**config.mk**
```make
export PLATFORM = sky130hd
export DESIGN_NAME = frmc_host
export DESIGN_NICKNAME = d
export VERILOG_FILES = /design/src/frmc_pkg.sv /design/src/frmc_host.sv
export SDC_FILE = /design/constraint.sdc
export NUM_CORES = 1
export LEC_CHECK = 0
export BUFFER_PORTS_ARGS = -buffer_cell sky130_fd_sc_hd__buf_2
export CORE_MARGIN = 2
export CORE_UTILIZATION = 40
export DETAILED_ROUTE_END_ITERATION = 6
export GPL_ROUTABILITY_DRIVEN = 0
export HOLD_SLACK_MARGIN = 0.06
export PLACE_DENSITY = 0.67
export SYNTH_ARGS = -nofsm -noshare
export SYNTH_HDL_FRONTEND = slang
export SYNTH_SLANG_ARGS = --single-unit
export TNS_END_PERCENT = 30
```
**constraint.sdc**
```tcl
create_clock -name clk -period 5.56 [get_ports clk]
set_input_delay 0.278 -clock clk [delete_from_list [all_inputs] [get_ports clk]]
set_output_delay 0.278 -clock clk [all_outputs]
set_load 0.1 [all_outputs]
```
**src/frmc_pkg.sv**
```systemverilog
package frmc_pkg;
  // ---------------------------------------------------------------
  // command codes written on the flash data bus
  // ---------------------------------------------------------------
  localparam logic [7:0] CMD_READ_ARRAY   = 8'hFF;
  localparam logic [7:0] CMD_READ_ID      = 8'h90;
  localparam logic [7:0] CMD_QUERY        = 8'h98;
  localparam logic [7:0] CMD_READ_STATUS  = 8'h70;
  localparam logic [7:0] CMD_CLEAR_STATUS = 8'h50;
  localparam logic [7:0] CMD_MULTI_WRITE  = 8'hE8;
  // ---------------------------------------------------------------
  // identifier and query offsets (word addresses), status and block status bit positions
  // ---------------------------------------------------------------
  localparam logic [20:0] ID_MFR_ADDR     = 21'h000000;
  localparam logic [20:0] ID_DEV_ADDR     = 21'h000002;
  localparam logic [15:0] BLK_STATUS_OFS  = 16'h0004;
  localparam logic [15:0] QRY_BLK_OFS     = 16'h0002;
  localparam int          SR_READY_BIT    = 7;
  localparam int          SR_FAIL5_BIT    = 5;
  localparam int          SR_FAIL4_BIT    = 4;
  localparam int          SR_FAIL3_BIT    = 3;
  localparam int          SR_FAIL1_BIT    = 1;
  localparam int          BS_LOCK_BIT     = 0;
  localparam int          BS_ERASE_BIT    = 1;
  // ---------------------------------------------------------------
  // controller register map (own port)
  // ---------------------------------------------------------------
  localparam logic [3:0] REG_CTRL   = 4'h0;
  localparam logic [3:0] REG_ADDR   = 4'h1;
  localparam logic [3:0] REG_DATA   = 4'h2;
  localparam logic [3:0] REG_STATUS = 4'h3;
  localparam logic [3:0] REG_MODE   = 4'h4;
  localparam logic [3:0] OP_WRITE   = 4'h1;
  localparam logic [3:0] OP_READ    = 4'h2;
  // ---------------------------------------------------------------
  // bus timing: phases in clk cycles
  // ---------------------------------------------------------------
  localparam int T_SETUP_NS  = 20;
  localparam int T_STROBE_NS = 100;
  localparam int T_HOLD_NS   = 20;
  localparam int CLK_NS      = 10;
  localparam logic [7:0] SETUP_CYC  = 8'((T_SETUP_NS + CLK_NS - 1) / CLK_NS);
  localparam logic [7:0] STROBE_CYC = 8'((T_STROBE_NS + CLK_NS - 1) / CLK_NS);
  localparam logic [7:0] HOLD_CYC   = 8'((T_HOLD_NS + CLK_NS - 1) / CLK_NS);
  // tracked device read mode
  typedef enum logic [2:0] {MD_ARRAY, MD_ID, MD_STATUS, MD_XSTATUS, MD_QUERY} frmc_mode_t;
  typedef enum logic [1:0] {ST_IDLE, ST_SETUP, ST_STROBE, ST_HOLD} frmc_state_t;
endpackage

```
**src/frmc_host.sv**
```systemverilog
`timescale 1ns/10ps
module frmc_host
  import frmc_pkg::*;
#(
  parameter int AW = 21
) (
  // clock and reset
  input  wire logic          clk,
  input  wire logic          rst,
  // software register port
  input  wire logic [3:0]    regAddr,
  input  wire logic [31:0]   regWdata,
  input  wire logic          regWr,
  input  wire logic          regRd,
  output logic      [31:0]   regRdata,
  // flash pins
  output logic [AW-1:0]      flashAddr,
  output logic [15:0]        flashDqOut,
  output logic               flashDqOe,
  input  wire logic [15:0]   flashDqIn,
  output logic               chipEnableN,
  output logic               outputEnableN,
  output logic               writeEnableN,
  output logic               resetPowerdownN,
  output logic               byteWidthN
);
  // ---------------------------------------------------------------
  // registers
  // ---------------------------------------------------------------
  logic [AW-1:0]  addr_reg;        // target address
  logic [15:0]    wdata_reg;       // command / data to write
  logic [15:0]    rdata_reg;       // last captured read
  logic           busy_reg;        // cycle in progress
  logic           rstPin_reg;      // reset/power-down drive
  logic           byteMode_reg;    // byte-wide selection
  logic           isWrite_reg;     // current cycle is a write
  logic           devBusy_reg;     // device reported not ready
  logic [7:0]     cnt_reg;         // phase counter
  frmc_state_t    state_reg;       // bus cycle state
  frmc_mode_t     mode_reg;        // tracked device read mode
  logic [15:0]    dqSync1_reg;     // data input first stage
  logic [15:0]    dqSync2_reg;     // data input second stage
  logic           rdDone_reg;      // one read completed since last command
  logic           staleRead_reg;   // extended status read repeated after its command

  wire startOp = regWr && (regAddr == REG_CTRL) && !busy_reg;
  wire [7:0] cmdByte = wdata_reg[7:0];

  // ---------------------------------------------------------------
  // data input synchroniser
  // ---------------------------------------------------------------
  always_ff @(posedge clk or posedge rst) begin
    if (rst) begin
      dqSync1_reg <= 16'h0000;
      dqSync2_reg <= 16'h0000;
    end else begin
      dqSync1_reg <= flashDqIn;
      dqSync2_reg <= dqSync1_reg;
    end
  end

  // ---------------------------------------------------------------
  // software-written setup registers
  // ---------------------------------------------------------------
  always_ff @(posedge clk or posedge rst) begin
    if (rst) begin
      addr_reg     <= '0;
      wdata_reg    <= 16'h0000;
      rstPin_reg   <= 1'b0;
      byteMode_reg <= 1'b0;
    end else if (regWr && !busy_reg) begin
      case (regAddr)
        REG_ADDR: addr_reg  <= regWdata[AW-1:0];
        REG_DATA: wdata_reg <= regWdata[15:0];
        REG_MODE: begin
          // device leaves power-down in array mode
          rstPin_reg   <= regWdata[0];
          byteMode_reg <= regWdata[1];
        end
        default: ;
      endcase
    end
  end

  // ---------------------------------------------------------------
  // bus cycle sequencer: setup, strobe, hold
  // ---------------------------------------------------------------
  always_ff @(posedge clk or posedge rst) begin
    if (rst) begin
      state_reg   <= ST_IDLE;
      cnt_reg     <= 8'h00;
      busy_reg    <= 1'b0;
      isWrite_reg <= 1'b0;
    end else begin
      case (state_reg)
        ST_IDLE: begin
          // commands only issued with reset pin high
          if (startOp && rstPin_reg) begin
            isWrite_reg <= (regWdata[3:0] == OP_WRITE);
            busy_reg    <= 1'b1;
            cnt_reg     <= SETUP_CYC;
            state_reg   <= ST_SETUP;
          end
        end
        ST_SETUP: begin
          cnt_reg <= cnt_reg - 8'h01;
          if (cnt_reg == 8'h01) begin
            cnt_reg   <= STROBE_CYC;
            state_reg <= ST_STROBE;
          end
        end
        ST_STROBE: begin
          cnt_reg <= cnt_reg - 8'h01;
          if (cnt_reg == 8'h01) begin
            cnt_reg   <= HOLD_CYC;
            state_reg <= ST_HOLD;
          end
        end
        ST_HOLD: begin
          cnt_reg <= cnt_reg - 8'h01;
          if (cnt_reg == 8'h01) begin
            busy_reg  <= 1'b0;
            state_reg <= ST_IDLE;
          end
        end
        default: state_reg <= ST_IDLE;
      endcase
    end
  end

  // ---------------------------------------------------------------
  // pin drive: strobes rise at the end of the strobe phase, before hold
  // ---------------------------------------------------------------
  always_ff @(posedge clk or posedge rst) begin
    if (rst) begin
      chipEnableN     <= 1'b1;
      outputEnableN   <= 1'b1;
      writeEnableN    <= 1'b1;
      flashDqOe       <= 1'b0;
      flashDqOut      <= 16'h0000;
      flashAddr       <= '0;
      resetPowerdownN <= 1'b0;
      byteWidthN      <= 1'b1;
    end else begin
      resetPowerdownN <= rstPin_reg;
      byteWidthN      <= !byteMode_reg;
      flashAddr       <= addr_reg;
      flashDqOut      <= wdata_reg;
      // command is single write; latched on WE rising
      chipEnableN   <= !(state_reg == ST_STROBE && cnt_reg != 8'h01);
      writeEnableN  <= !(isWrite_reg && state_reg == ST_STROBE && cnt_reg != 8'h01);
      // strobe returns high every read so status refreshes
      outputEnableN <= !(!isWrite_reg && state_reg == ST_STROBE && cnt_reg != 8'h01);
      flashDqOe     <= isWrite_reg && state_reg != ST_IDLE;
    end
  end

  // ---------------------------------------------------------------
  // read capture at end of strobe
  // ---------------------------------------------------------------
  always_ff @(posedge clk or posedge rst) begin
    if (rst) begin
      rdata_reg <= 16'h0000;
    end else if (!isWrite_reg && state_reg == ST_HOLD && cnt_reg == HOLD_CYC) begin
      case (mode_reg)
        // query data on low byte only
        MD_QUERY: rdata_reg <= {8'h00, dqSync2_reg[7:0]};
        MD_ID:    rdata_reg <= byteMode_reg ? {8'h00, dqSync2_reg[7:0]} : dqSync2_reg;
        default:  rdata_reg <= dqSync2_reg;
      endcase
    end
  end

  // ---------------------------------------------------------------
  // device status tracking from status reads
  // ---------------------------------------------------------------
  always_ff @(posedge clk or posedge rst) begin
    if (rst) begin
      devBusy_reg <= 1'b0;
    end else if (!isWrite_reg && state_reg == ST_HOLD && cnt_reg == HOLD_CYC && mode_reg == MD_STATUS) begin
      // ready bit gates the read array command
      devBusy_reg <= !dqSync2_reg[SR_READY_BIT];
    end
  end

  // ---------------------------------------------------------------
  // tracked device mode follows commands written
  // ---------------------------------------------------------------
  always_ff @(posedge clk or posedge rst) begin
    if (rst) begin
      mode_reg <= MD_ARRAY;
    end else if (!rstPin_reg) begin
      mode_reg <= MD_ARRAY;
    end else if (isWrite_reg && state_reg == ST_HOLD && cnt_reg == HOLD_CYC) begin
      case (cmdByte)
        // array command ignored while write machine busy
        CMD_READ_ARRAY:  if (!devBusy_reg) mode_reg <= MD_ARRAY;
        CMD_READ_ID:     mode_reg <= MD_ID;
        CMD_READ_STATUS: mode_reg <= MD_STATUS;
        CMD_MULTI_WRITE: mode_reg <= MD_XSTATUS;
        CMD_QUERY:       mode_reg <= MD_QUERY;
        CMD_CLEAR_STATUS: ;
        default:         ;
      endcase
    end
  end

  // ---------------------------------------------------------------
  // repeated read bookkeeping for extended status
  // ---------------------------------------------------------------
  always_ff @(posedge clk or posedge rst) begin
    if (rst) begin
      rdDone_reg    <= 1'b0;
      staleRead_reg <= 1'b0;
    end else if (state_reg == ST_HOLD && cnt_reg == HOLD_CYC) begin
      rdDone_reg    <= !isWrite_reg;
      // extended status does not refresh on reads
      staleRead_reg <= !isWrite_reg && rdDone_reg && mode_reg == MD_XSTATUS;
    end
  end

  // ---------------------------------------------------------------
  // register read port
  // ---------------------------------------------------------------
  always_ff @(posedge clk or posedge rst) begin
    if (rst) begin
      regRdata <= 32'h00000000;
    end else if (regRd) begin
      case (regAddr)
        REG_ADDR:   regRdata <= 32'(addr_reg);
        REG_DATA:   regRdata <= {16'h0000, rdata_reg};
        // stale flag, tracked mode, device busy and cycle busy
        REG_STATUS: regRdata <= {24'h000000, 1'b0, staleRead_reg, 3'(mode_reg),
                                 devBusy_reg, 1'b0, busy_reg};
        REG_MODE:   regRdata <= {30'h00000000, byteMode_reg, rstPin_reg};
        default:    regRdata <= 32'h00000000;
      endcase
    end
  end

  // ---------------------------------------------------------------
  // checks
  // ---------------------------------------------------------------
  // write strobe only inside a chip-enabled cycle
  a_we_ce_pair: assert property (@(posedge clk) disable iff (rst)
    !writeEnableN |-> !chipEnableN) else $error("write strobe without chip enable");
  // read strobe only inside a chip-enabled cycle
  a_oe_ce_pair: assert property (@(posedge clk) disable iff (rst)
    !outputEnableN |-> !chipEnableN) else $error("read strobe without chip enable");
  // read and write strobes never low together
  a_strobe_excl: assert property (@(posedge clk) disable iff (rst)
    !writeEnableN |-> outputEnableN) else $error("read and write strobes overlap");
  // no command while the device is held in power-down
  a_no_cmd_reset: assert property (@(posedge clk) disable iff (rst)
    !writeEnableN |-> resetPowerdownN) else $error("command with reset pin low");
  // a finished read strobe stays high for at least one more cycle
  a_oe_toggles: assert property (@(posedge clk) disable iff (rst)
    $rose(outputEnableN) |=> outputEnableN) else $error("read strobe not returned high");
  // each command is one write pulse, low for nine sampled cycles
  a_we_single: assert property (@(posedge clk) disable iff (rst)
    $fell(writeEnableN) |-> ##8 !writeEnableN ##1 writeEnableN) else $error("write pulse length wrong");
  // tracked mode follows status and query commands
  a_status_mode: assert property (@(posedge clk) disable iff (rst)
    (isWrite_reg && state_reg == ST_HOLD && cnt_reg == HOLD_CYC && cmdByte == CMD_READ_STATUS && rstPin_reg)
    |=> mode_reg == MD_STATUS) else $error("status mode not entered");
  a_query_mode: assert property (@(posedge clk) disable iff (rst)
    (isWrite_reg && state_reg == ST_HOLD && cnt_reg == HOLD_CYC && cmdByte == CMD_QUERY && rstPin_reg)
    |=> mode_reg == MD_QUERY) else $error("query mode not entered");
  // array command refused while the device last reported busy
  a_array_busy: assert property (@(posedge clk) disable iff (rst)
    (isWrite_reg && state_reg == ST_HOLD && cnt_reg == HOLD_CYC && cmdByte == CMD_READ_ARRAY && devBusy_reg
     && mode_reg != MD_ARRAY) |=> mode_reg != MD_ARRAY) else $error("array taken while busy");
  // query results never carry a high byte
  a_query_low: assert property (@(posedge clk) disable iff (rst)
    (mode_reg == MD_QUERY && !isWrite_reg && state_reg == ST_HOLD && cnt_reg == HOLD_CYC)
    |=> rdata_reg[15:8] == 8'h00) else $error("query high byte not zero");
  // data lines released whenever the read strobe is low
  a_dq_released: assert property (@(posedge clk) disable iff (rst)
    !outputEnableN |-> !flashDqOe) else $error("bus driven during read");
endmodule

```
==> results.py, run 1 <==
metrics = {
    "logic_synthesis": {
        "netlist-cell-type-count": 61,
        "synth_edf_count": 0,
        "ys_seq_area_frac": 0.669,
        "synthCells": 436,
        "yosysWarnings": 0,
        "avgSynthCellArea_um2": 14.5,
        "synth-main-ff-cell": "dfrtp_1",
        "async_flop_share": 1.00,
        "mappedNetlistArea_mm2": 0.00633,
        "synth-seq-cells": 169,
    },
    "clocking": {
        "ctsHoldBuffers": 17,
        "clk-insertion-delay-late_ns": 0.43,
        "clk_path_buf_depth": 2,
        "cts_tree": "yes",
        "cts_setup_buffers": 0,
        "cts_resized": 0,
        "cts-root-buf": "clkbuf_16",
        "cts_inserted_buffers": 17,
        "htree_levels": 4,
        "cts_sinks": 169,
        "path_clk_slew_ns": 0.06,
    },
    "sta": {
        "rsz0062_at_grt": "false",
        "setup_viol": 0,
        "hold_viol": 0,
        "slew_viol_final": 0,
        "final.setup.tns_ns": 0,
        "fmax_mhz": 427,
        "post-route-min-period_ns": 2.34,
        "period_share": 0.422,
        "tightest_slew_ns": 1.13,
        "max_slew_margin": 0.246,
        "fin_worst_skew_ns": 0.0141,
    },
    "routing": {
        "via_per_inst": 5.04,
        "initialDrtViolationCount": 262,
        "drc_errors": 0,
        "ant_nets": 0,
        "vias": 3990,
        "routed_wl_um": 13600,
        "drtPass1Iterations": 4,
        "wl_per_cell_um": 17.1,
    },
    "final_layout": {
        "num_antenna_cells": 0,
        "drive_gt1_frac": 0.355,
        "syn_to_final_growth_pct": 23.3,
        "nets": 631,
        "fin_util": 0.510,
    },
    "power_and_ir_drop": {
        "powerDensity_mw_per_mm2": 435,
        "vdd_drop_max_mv": 0.289,
        "p_leak_nw": 3.71,
    },
    "setup_path": {
        "cp-end-kind": "register",
        "setup.worst_path.class": "primary input to register",
        "cp.required_ns": 5.87,
        "crit_fanout": 21,
        "crit_path_start_kind": "primary input",
        "crit_arrival_ns": 2.65,
    },
    "placement": {
        "port_buffers": 108,
        "dp_hpwl_um": 9260,
    },
    "grt": {
        "use_met1": 0.223,
        "grt_pass1_vias": 4088,
        "grt_usage": 0.169,
        "grt_util_met3": 0.0398,
        "grt_busiest_layer": "met2",
        "grt.met2_usage": 0.272,
        "antenna_found_initial": 0,
        "grt_pass1_wl_um": 21400,
        "overflow": 0,
        "grt_max_degree": 113,
    },
    "run_status": {
        "status": "completed",
    },
    "flow_run": {
        "cap_violations": 0,
    },
    "die": {
        "initial_core_util": 0.414,
        "core_mm2": 0.0153,
        "rows": 45,
        "ios": 131,
        "die_h_um": 130,
        "fp.dieW_um": 130,
        "dieArea_mm2": 0.0169,
    },
    "hold_path": {
        "holdCritPathClass": "primary input to asynchronous set/reset pin",
    },
}
-- cells in the final DEF, fill, tap and decap left out, types with 4 or more instances in the layout --
cell type      Yosys  layout
mux2_2            46      46
nand3_1            6       6
dlygate4sd3_1      0      17
mux2_1             8       8
o221ai_1           4       4
nor3_1             5       5
buf_2              6     108
ha_1               7       7
dfrtp_1          165     165
conb_1             1      11
a22o_1            16      16
clkbuf_16          0      17
a22oi_1           16      16
clkinvlp_4         0       4
inv_1             12      11
nand2_1           21      21
o21ai_0            8       8
dfstp_2            4       4
o211ai_1           4       4
o2bb2ai_1         16      16
nor2_1             8       8
nor2b_1            6       6
-- path summary, 6_finish.rpt --
check | start | end | slack, ns | cells after the start
setup / recovery | regAddr[0] | addr_reg[13] | 3.22 | 5
hold / removal | rst | flashDqOut[9] | 0.07 | 2
setup reg to reg | state_reg[1] | rdata_reg[13] | 3.27 | 5
hold reg to reg | dqSync1_reg[1] | dqSync2_reg[1] | 0.35 | 0
max in group asynchronous | rst | flashDqOut[10] | 4.17 | 3
min in group clk | regWdata[9] | wdata_reg[9] | 0.07 | 2
-- Yosys cell counts (7+ instances only) --
library cell | count | area [µm²]
a22oi_1 | 16 | 120
ha_1 | 7 | 87.6
buf_4 | 11 | 82.6
nor2_1 | 8 | 30.0
inv_1 | 12 | 45.0
o2bb2ai_1 | 16 | 140
o21ai_0 | 8 | 40.0
nand2_1 | 21 | 78.8
a22o_1 | 16 | 140
mux2_2 | 46 | 518
mux2_1 | 8 | 90.1
clkbuf_1 | 7 | 26.3
dfrtp_1 | 165 | 4130
-- logic make-up after synthesis --
| kind of cell | synth area share |
|---|---|
| compound gates | 0.103 |
| fa+ha+maj | 0.0138 |
| buf+inv | 0.0296 |
| flops | 0.669 |
| mux | 0.102 |
| other cells | 0.000592 |
| simple gates | 0.0830 |
-- power by group --
part	internal [mW]	total, mW	switching, mW
logic	0.128	0.769	0.641
clock network	0.666	1.16	0.498
registers	1.38	1.47	0.0899
-- layer usage --
layer	share of wire	routed length [µm]
met2	0.49	6630
met3	0.043	580
met4	0.016	219
met5	0	0
met1	0.45	6140
-- cell type report --
class / instances / area [µm²]
fill: 1332 / 7510
sequential: 169 / 4230
multi-input combinational: 240 / 1950
timing repair buffer: 127 / 726
clock buffer: 19 / 433
tap: 211 / 264
clock inverter: 13 / 146
inverter: 13 / 53.8
-- stage by stage --
step | area [µm²] | setup WS, ns | hold slack (ns) | cells | power (mW)
2_1_floorplan | 6370 | 0.714 | 0.309 | 446 | 2.11
3_5_place_dp | 7060 | 2.66 | 0.336 | 743 | 2.25
4_1_cts | 7810 | 3.12 | 0.0625 | 792 | 3.42
6_report | 7810 | 3.22 | 0.0685 | 792 | 3.40
5_1_grt | 7810 | 2.99 | 0.0728 | 792 | 3.51
3_3_place_gp | 7060 | 2.73 | 0.334 | 743 | 2.24
-- critical path, cell delays in order --
cell and delay (ns):
buf_2 0.25, nor2b_2 0.31, and2_1 0.44, nand2_1 0.78, mux2_1 0.57
Power figures use the tool's default switching activity.
==> inputs of run 2 (changes only) <==
Settings changed: ABC_AREA set to 1, PLACE_DENSITY 0.67 to 0.7.
Clock period 5.56 ns to 1.9 ns, I/O delays scaled along.
==> results.py, run 2 <==
metrics = {
    "die": {
        "ios": 131,
        "core_mm2": 0.0157,
        "rows": 46,
        "initial_core_util": 0.404,
        "dieArea_mm2": 0.0169,
        "fp.dieW_um": 130,
        "die_h_um": 130,
    },
    "setup_path": {
        "cp.required_ns": 2.20,
        "cp-end-kind": "register",
        "crit_slowest_cell": "dfrtp_1",
        "crit_top_cell": "nand2_1",
        "crit_path_start_kind": "register",
        "crit_fanout": 10,
        "crit_arrival_ns": 1.90,
        "slowest_delay_ns": 0.38,
        "rr_worst_depth": 10,
        "critical_path.cell_chain": "inv_1 > ha_1 > nand2_1 > nor2_4 > nand2_2 > nor2_4 > buf_4 > nand2_1 > nand2_1 > o21ai_0",
        "setup.worst_path.class": "register to register",
    },
    "sta": {
        "rsz0062_at_grt": "false",
        "post-route-min-period_ns": 1.59,
        "fin_worst_skew_ns": 0.00925,
        "setup_viol": 0,
        "fmax_mhz": 627,
        "max_slew_margin": 0.513,
        "slew_viol_final": 0,
        "period_share": 0.839,
        "hold_viol": 0,
        "tightest_slew_ns": 0.731,
    },
    "final_layout": {
        "drive_gt1_frac": 0.227,
        "syn_to_final_growth_pct": 26.5,
        "final_common_cell": "dfrtp_1",
        "nets": 815,
        "postLayoutCellArea_mm2": 0.00803,
        "n_fill_cell": 1407,
        "final_cell_mix": "dfrtp_1, nand2_1, buf_2",
    },
    "hold_path": {
        "holdPathStages": 4,
        "holdCritPathClass": "primary input to register",
    },
    "grt": {
        "grt_usage": 0.164,
        "antenna_found_initial": 1,
        "overflow": 0,
        "grt_max_degree": 108,
        "grt_pass1_vias": 4242,
        "grt_pass1_wl_um": 21200,
    },
    "clocking": {
        "cts_setup_buffers": 0,
        "clk-insertion-delay-late_ns": 0.42,
        "cts_sinks": 169,
        "cts_inserted_buffers": 17,
        "cts-root-buf": "clkbuf_16",
        "htree_levels": 4,
        "cts_tree": "yes",
        "clk_path_buf_depth": 2,
        "path_clk_slew_ns": 0.06,
    },
    "routing": {
        "routed_wl_um": 13100,
        "drc_errors": 0,
        "ant_nets": 0,
        "wl_per_cell_um": 13.4,
        "drtPass1Iterations": 4,
        "initialDrtViolationCount": 297,
        "via_per_inst": 4.51,
        "vias": 4424,
    },
    "logic_synthesis": {
        "async_flop_share": 1.00,
        "yosysTopAreaCell": "dfrtp_1",
        "synthCells": 596,
        "avgSynthCellArea_um2": 10.7,
        "synth_top_cell_area_share": 0.650,
        "mappedNetlistArea_mm2": 0.00635,
        "ys_seq_area_frac": 0.667,
        "synth.cells.most_frequent": "dfrtp_1, nand2_1, inv_1, o21ai_0, nand3_1",
        "synth-main-ff-cell": "dfrtp_1",
        "yosysWarnings": 0,
        "synthMostInstantiatedCell": "dfrtp_1",
        "synth_edf_count": 0,
        "synth-seq-cells": 169,
        "netlist-cell-type-count": 32,
        "yosys-top-cells-area": "dfrtp_1, nand2_1, inv_1",
    },
    "flow_run": {
        "cap_violations": 0,
    },
    "power_and_ir_drop": {
        "vdd_drop_max_mv": 0.750,
        "power.total_mw": 11.8,
        "p_sw_frac": 0.419,
        "pwr-share-comb": 0.328,
        "p_leak_nw": 4.06,
        "p_switching_mw": 4.94,
        "powerDensity_mw_per_mm2": 1470,
        "clkPwrFrac": 0.271,
        "p_int_mw": 6.85,
        "pwr-share-seq": 0.402,
    },
    "placement": {
        "placedInstanceArea_mm2": 0.00709,
        "port_buffers": 108,
        "dp_hpwl_um": 9200,
    },
    "run_status": {
        "status": "completed",
    },
}
run 2: changes by cell type after synthesis, moves of 20 or more:
| cell | before | now |
|---|---|---|
| inv_1 | 12 | 71 |
| mux2_2 | 46 | 2 |
| nand2_1 | 21 | 137 |
| nand3_1 | 6 | 29 |
| o21ai_0 | 8 | 52 |
| o21ai_1 | 1 | 21 |
run 2: repair_timing:
item	in CTS	in global routing
hold buffers	38	0
endpoints found under the hold margin	221	0
resized for setup	0	0
run 2: per-stage QoR:
step                      cells  utilization  setup slack, ns  TNS [ns]  hold slack (ns)
after CTS                   981        0.511            0.313         0           0.0655
after floorplan             606            -           -0.346    -57.17            0.126
after detailed placement    911        0.452            0.330         0            0.205
after global placement      911        0.452            0.319         0            0.204
final                       982        0.511            0.306         0           0.0886
after global routing        981        0.511            0.142         0            0.120
run 2: final cells by class:
type | count | area (µm²) | area share
Tap cell | 216 | 270 | 0.0336
Inverter | 77 | 293 | 0.0364
Clock buffer | 21 | 470 | 0.0586
Clock inverter | 11 | 85.1 | 0.0106
Sequential cell | 169 | 4230 | 0.527
Multi-Input combinational cell | 332 | 1680 | 0.209
Antenna cell | 1 | 2.50 | 0.000312
Timing Repair Buffer | 155 | 1000 | 0.125
run 2: critical path: cells and delay by family (launching register included):
family | cells | cell delay [ns]
compound gates | 1 | 0.07
fa+ha+maj | 1 | 0.17
buf+inv | 2 | 0.33
flops | 1 | 0.38
simple gates | 6 | 0.54
run 2: path summary, 6_finish.rpt:
kind | slack, ns | from | to
worst max-delay path | 0.31 | cnt_reg[0] | devBusy_reg
worst max register to register | 0.31 | cnt_reg[0] | devBusy_reg
worst min-delay path | 0.09 | regAddr[3] | rstPin_reg
max in group asynchronous | 0.92 | rst | flashAddr[12]
min in group asynchronous | 0.36 | rst | wdata_reg[4]
worst min register to register | 0.35 | dqSync1_reg[3] | dqSync2_reg[3]
run 2: logic make-up after synthesis:
logic type	count (synthesis)	synth area share
muxes	7	0.0124
AOI/OAI and AO/OA	94	0.0812
and+or+nand+nor	207	0.142
DFF	169	0.667
other	1	0.000591
xor gates and xnor gates	6	0.00828
buffers and inverters	105	0.0749
adders and majority gates	7	0.0138
run 2: power by group through the flow:
| stage | Clock, mW | Combinational, mW | Sequential, mW |
|---|---|---|---|
| after floorplan | 0 | 1.24 | 6.65 |
| after global placement | 0 | 3.75 | 4.77 |
| after detailed placement | 0 | 3.81 | 4.79 |
| after CTS | 3.26 | 3.88 | 4.73 |
| after global routing | 3.43 | 4.12 | 4.82 |
| final | 3.19 | 3.86 | 4.73 |
run 2: layer usage:
metal / share of wire / wire [µm] / vias up / track usage
met3: 0.051 / 673 / 24 / 0.0492
met5: 0 / 0 / - / 0
met2: 0.47 / 6220 / 122 / 0.262
met1: 0.45 / 5960 / 2101 / 0.212
li1: - / - / 2177 / -
met4: 0.021 / 280 / 0 / 0.0626
==> inputs of run 3 (changes only) <==
Settings changed: PLACE_DENSITY 0.7 to 0.67.
Clock period 1.9 ns to 1.65 ns, I/O delays scaled along.
==> results.py, run 3 (synthesis results as in run 2) <==
metrics = {
    "final_layout": {
        "drive_gt1_frac": 0.237,
        "n_fill_cell": 1386,
        "syn_to_final_growth_pct": 28.1,
        "regArea_mm2": 0.00423,
        "nets": 825,
        "final_cell_mix": "dfrtp_1, nand2_1, buf_2",
        "final_common_cell": "dfrtp_1",
        "multi_input_area_mm2": 0.00168,
    },
    "setup_path": {
        "slowest_delay_ns": 0.41,
        "crit_path_start_kind": "register",
        "crit_arrival_ns": 1.82,
        "cp-end-kind": "register",
        "crit_slowest_cell": "dfrtp_1",
        "cpLargestDelayFamily": "simple AND/OR/NAND/NOR gates",
        "cp.required_ns": 1.96,
        "path_buf_inv": 1,
        "crit_fanout": 17,
        "setup.worst_path.class": "register to register",
        "critical_path.cell_chain": "nor2_2 > nand2_2 > buf_4 > nand2_1 > o21ai_1",
    },
    "flow_run": {
        "cap_violations": 0,
    },
    "sta": {
        "post-route-min-period_ns": 1.52,
        "hold_viol": 0,
        "rsz0062_at_grt": "false",
        "period_share": 0.918,
        "slew_viol_final": 0,
        "fmax_mhz": 660,
        "fin_worst_skew_ns": 0.00946,
        "setup_slack_ns": 0.135,
        "setup_viol": 0,
        "final.setup.tns_ns": 0,
    },
    "placement": {
        "preCtsSetupSlack_ns": 0.117,
        "dp_hpwl_um": 9570,
        "port_buffers": 108,
    },
    "die": {
        "initial_core_util": 0.404,
        "rows": 46,
        "ios": 131,
        "core_mm2": 0.0157,
        "fp.dieW_um": 130,
        "dieArea_mm2": 0.0169,
        "die_h_um": 130,
    },
    "clocking": {
        "htree_levels": 4,
        "clk_path_buf_depth": 2,
        "cts-root-buf": "clkbuf_16",
        "cts_inserted_buffers": 17,
        "clk-insertion-delay-late_ns": 0.42,
        "path_clk_slew_ns": 0.07,
        "cts_tree": "yes",
        "cts_sinks": 169,
    },
    "routing": {
        "routed_wl_um": 13600,
        "via_per_inst": 4.57,
        "drc_errors": 0,
        "vias": 4535,
        "drtPass1Iterations": 6,
        "wl_per_cell_um": 13.7,
        "initialDrtViolationCount": 224,
        "ant_nets": 0,
    },
    "grt": {
        "grt_max_degree": 55,
        "grt_pass1_wl_um": 21500,
        "overflow": 0,
        "grt_usage": 0.170,
        "antenna_found_initial": 2,
        "grt_pass1_vias": 4333,
    },
    "hold_path": {
        "holdCritPathClass": "primary input to register",
    },
    "run_status": {
        "status": "completed",
    },
    "power_and_ir_drop": {
        "p_leak_nw": 4.11,
        "vdd_drop_max_mv": 1.14,
        "powerDensity_mw_per_mm2": 1680,
    },
}
-- run 3: final timing paths --
| path | startpoint | endpoint | slack, ns | depth (start not counted) |
|---|---|---|---|---|
| max | busy_reg | addr_reg[14] | 0.13 | 5 |
| min | regAddr[3] | rstPin_reg | 0.1 | 4 |
| max reg2reg | busy_reg | addr_reg[14] | 0.13 | 5 |
| min reg2reg | dqSync1_reg[0] | dqSync2_reg[0] | 0.35 | 0 |
| max in group asynchronous | rst | byteWidthN | 0.84 | 4 |
| min in group asynchronous | rst | flashDqOut[7] | 0.21 | 3 |
-- run 3: final cells by class --
class / instances / share of cell area
Sequential cell: 169 / 0.521
Multi-Input combinational cell: 332 / 0.206
Timing Repair Buffer: 165 / 0.134
Clock buffer: 24 / 0.0617
Inverter: 77 / 0.0360
Tap cell: 216 / 0.0332
Clock inverter: 8 / 0.00769
Antenna cell: 2 / 0.000615
-- run 3: stage by stage --
step           std cells  hold slack [ns]  instance area [µm²]  total power, mW  utilization
6_report             993           0.0979                 8130             13.6        0.518
2_1_floorplan        606            0.114                 6390             9.08            -
4_1_cts              991           0.0846                 8130             13.8        0.517
3_3_place_gp         921            0.111                 7180             9.89        0.457
5_1_grt              992            0.107                 8130             14.3        0.517
3_5_place_dp         921            0.105                 7180             9.95        0.457
-- run 3: layer usage --
| metal | GRT usage | share of wire | vias up |
|---|---|---|---|
| li1 | - | - | 2209 |
| met1 | 0.213 | 0.43 | 2162 |
| met2 | 0.274 | 0.48 | 148 |
| met3 | 0.0574 | 0.068 | 16 |
| met4 | 0.0658 | 0.017 | 0 |
| met5 | 0 | 0 | - |
-- run 3: power by group --
part | internal, mW | switching [mW]
sequential | 4.96 | 0.475
clock | 2.13 | 1.57
combinational | 0.918 | 3.60
-- run 3: tightest hold or removal path, cell delays in order --
cell and delay (ns):
buf_2 0.12, nor2_1 0.06, nand2_1 0.11, o21ai_0 0.09
-- run 3: what timing repair did --
item,CTS,global route
buffers inserted,0,0
hold buffers,38,0
endpoints found under the setup margin,0,13
resized for setup,0,1
endpoints found under the hold margin,221,0
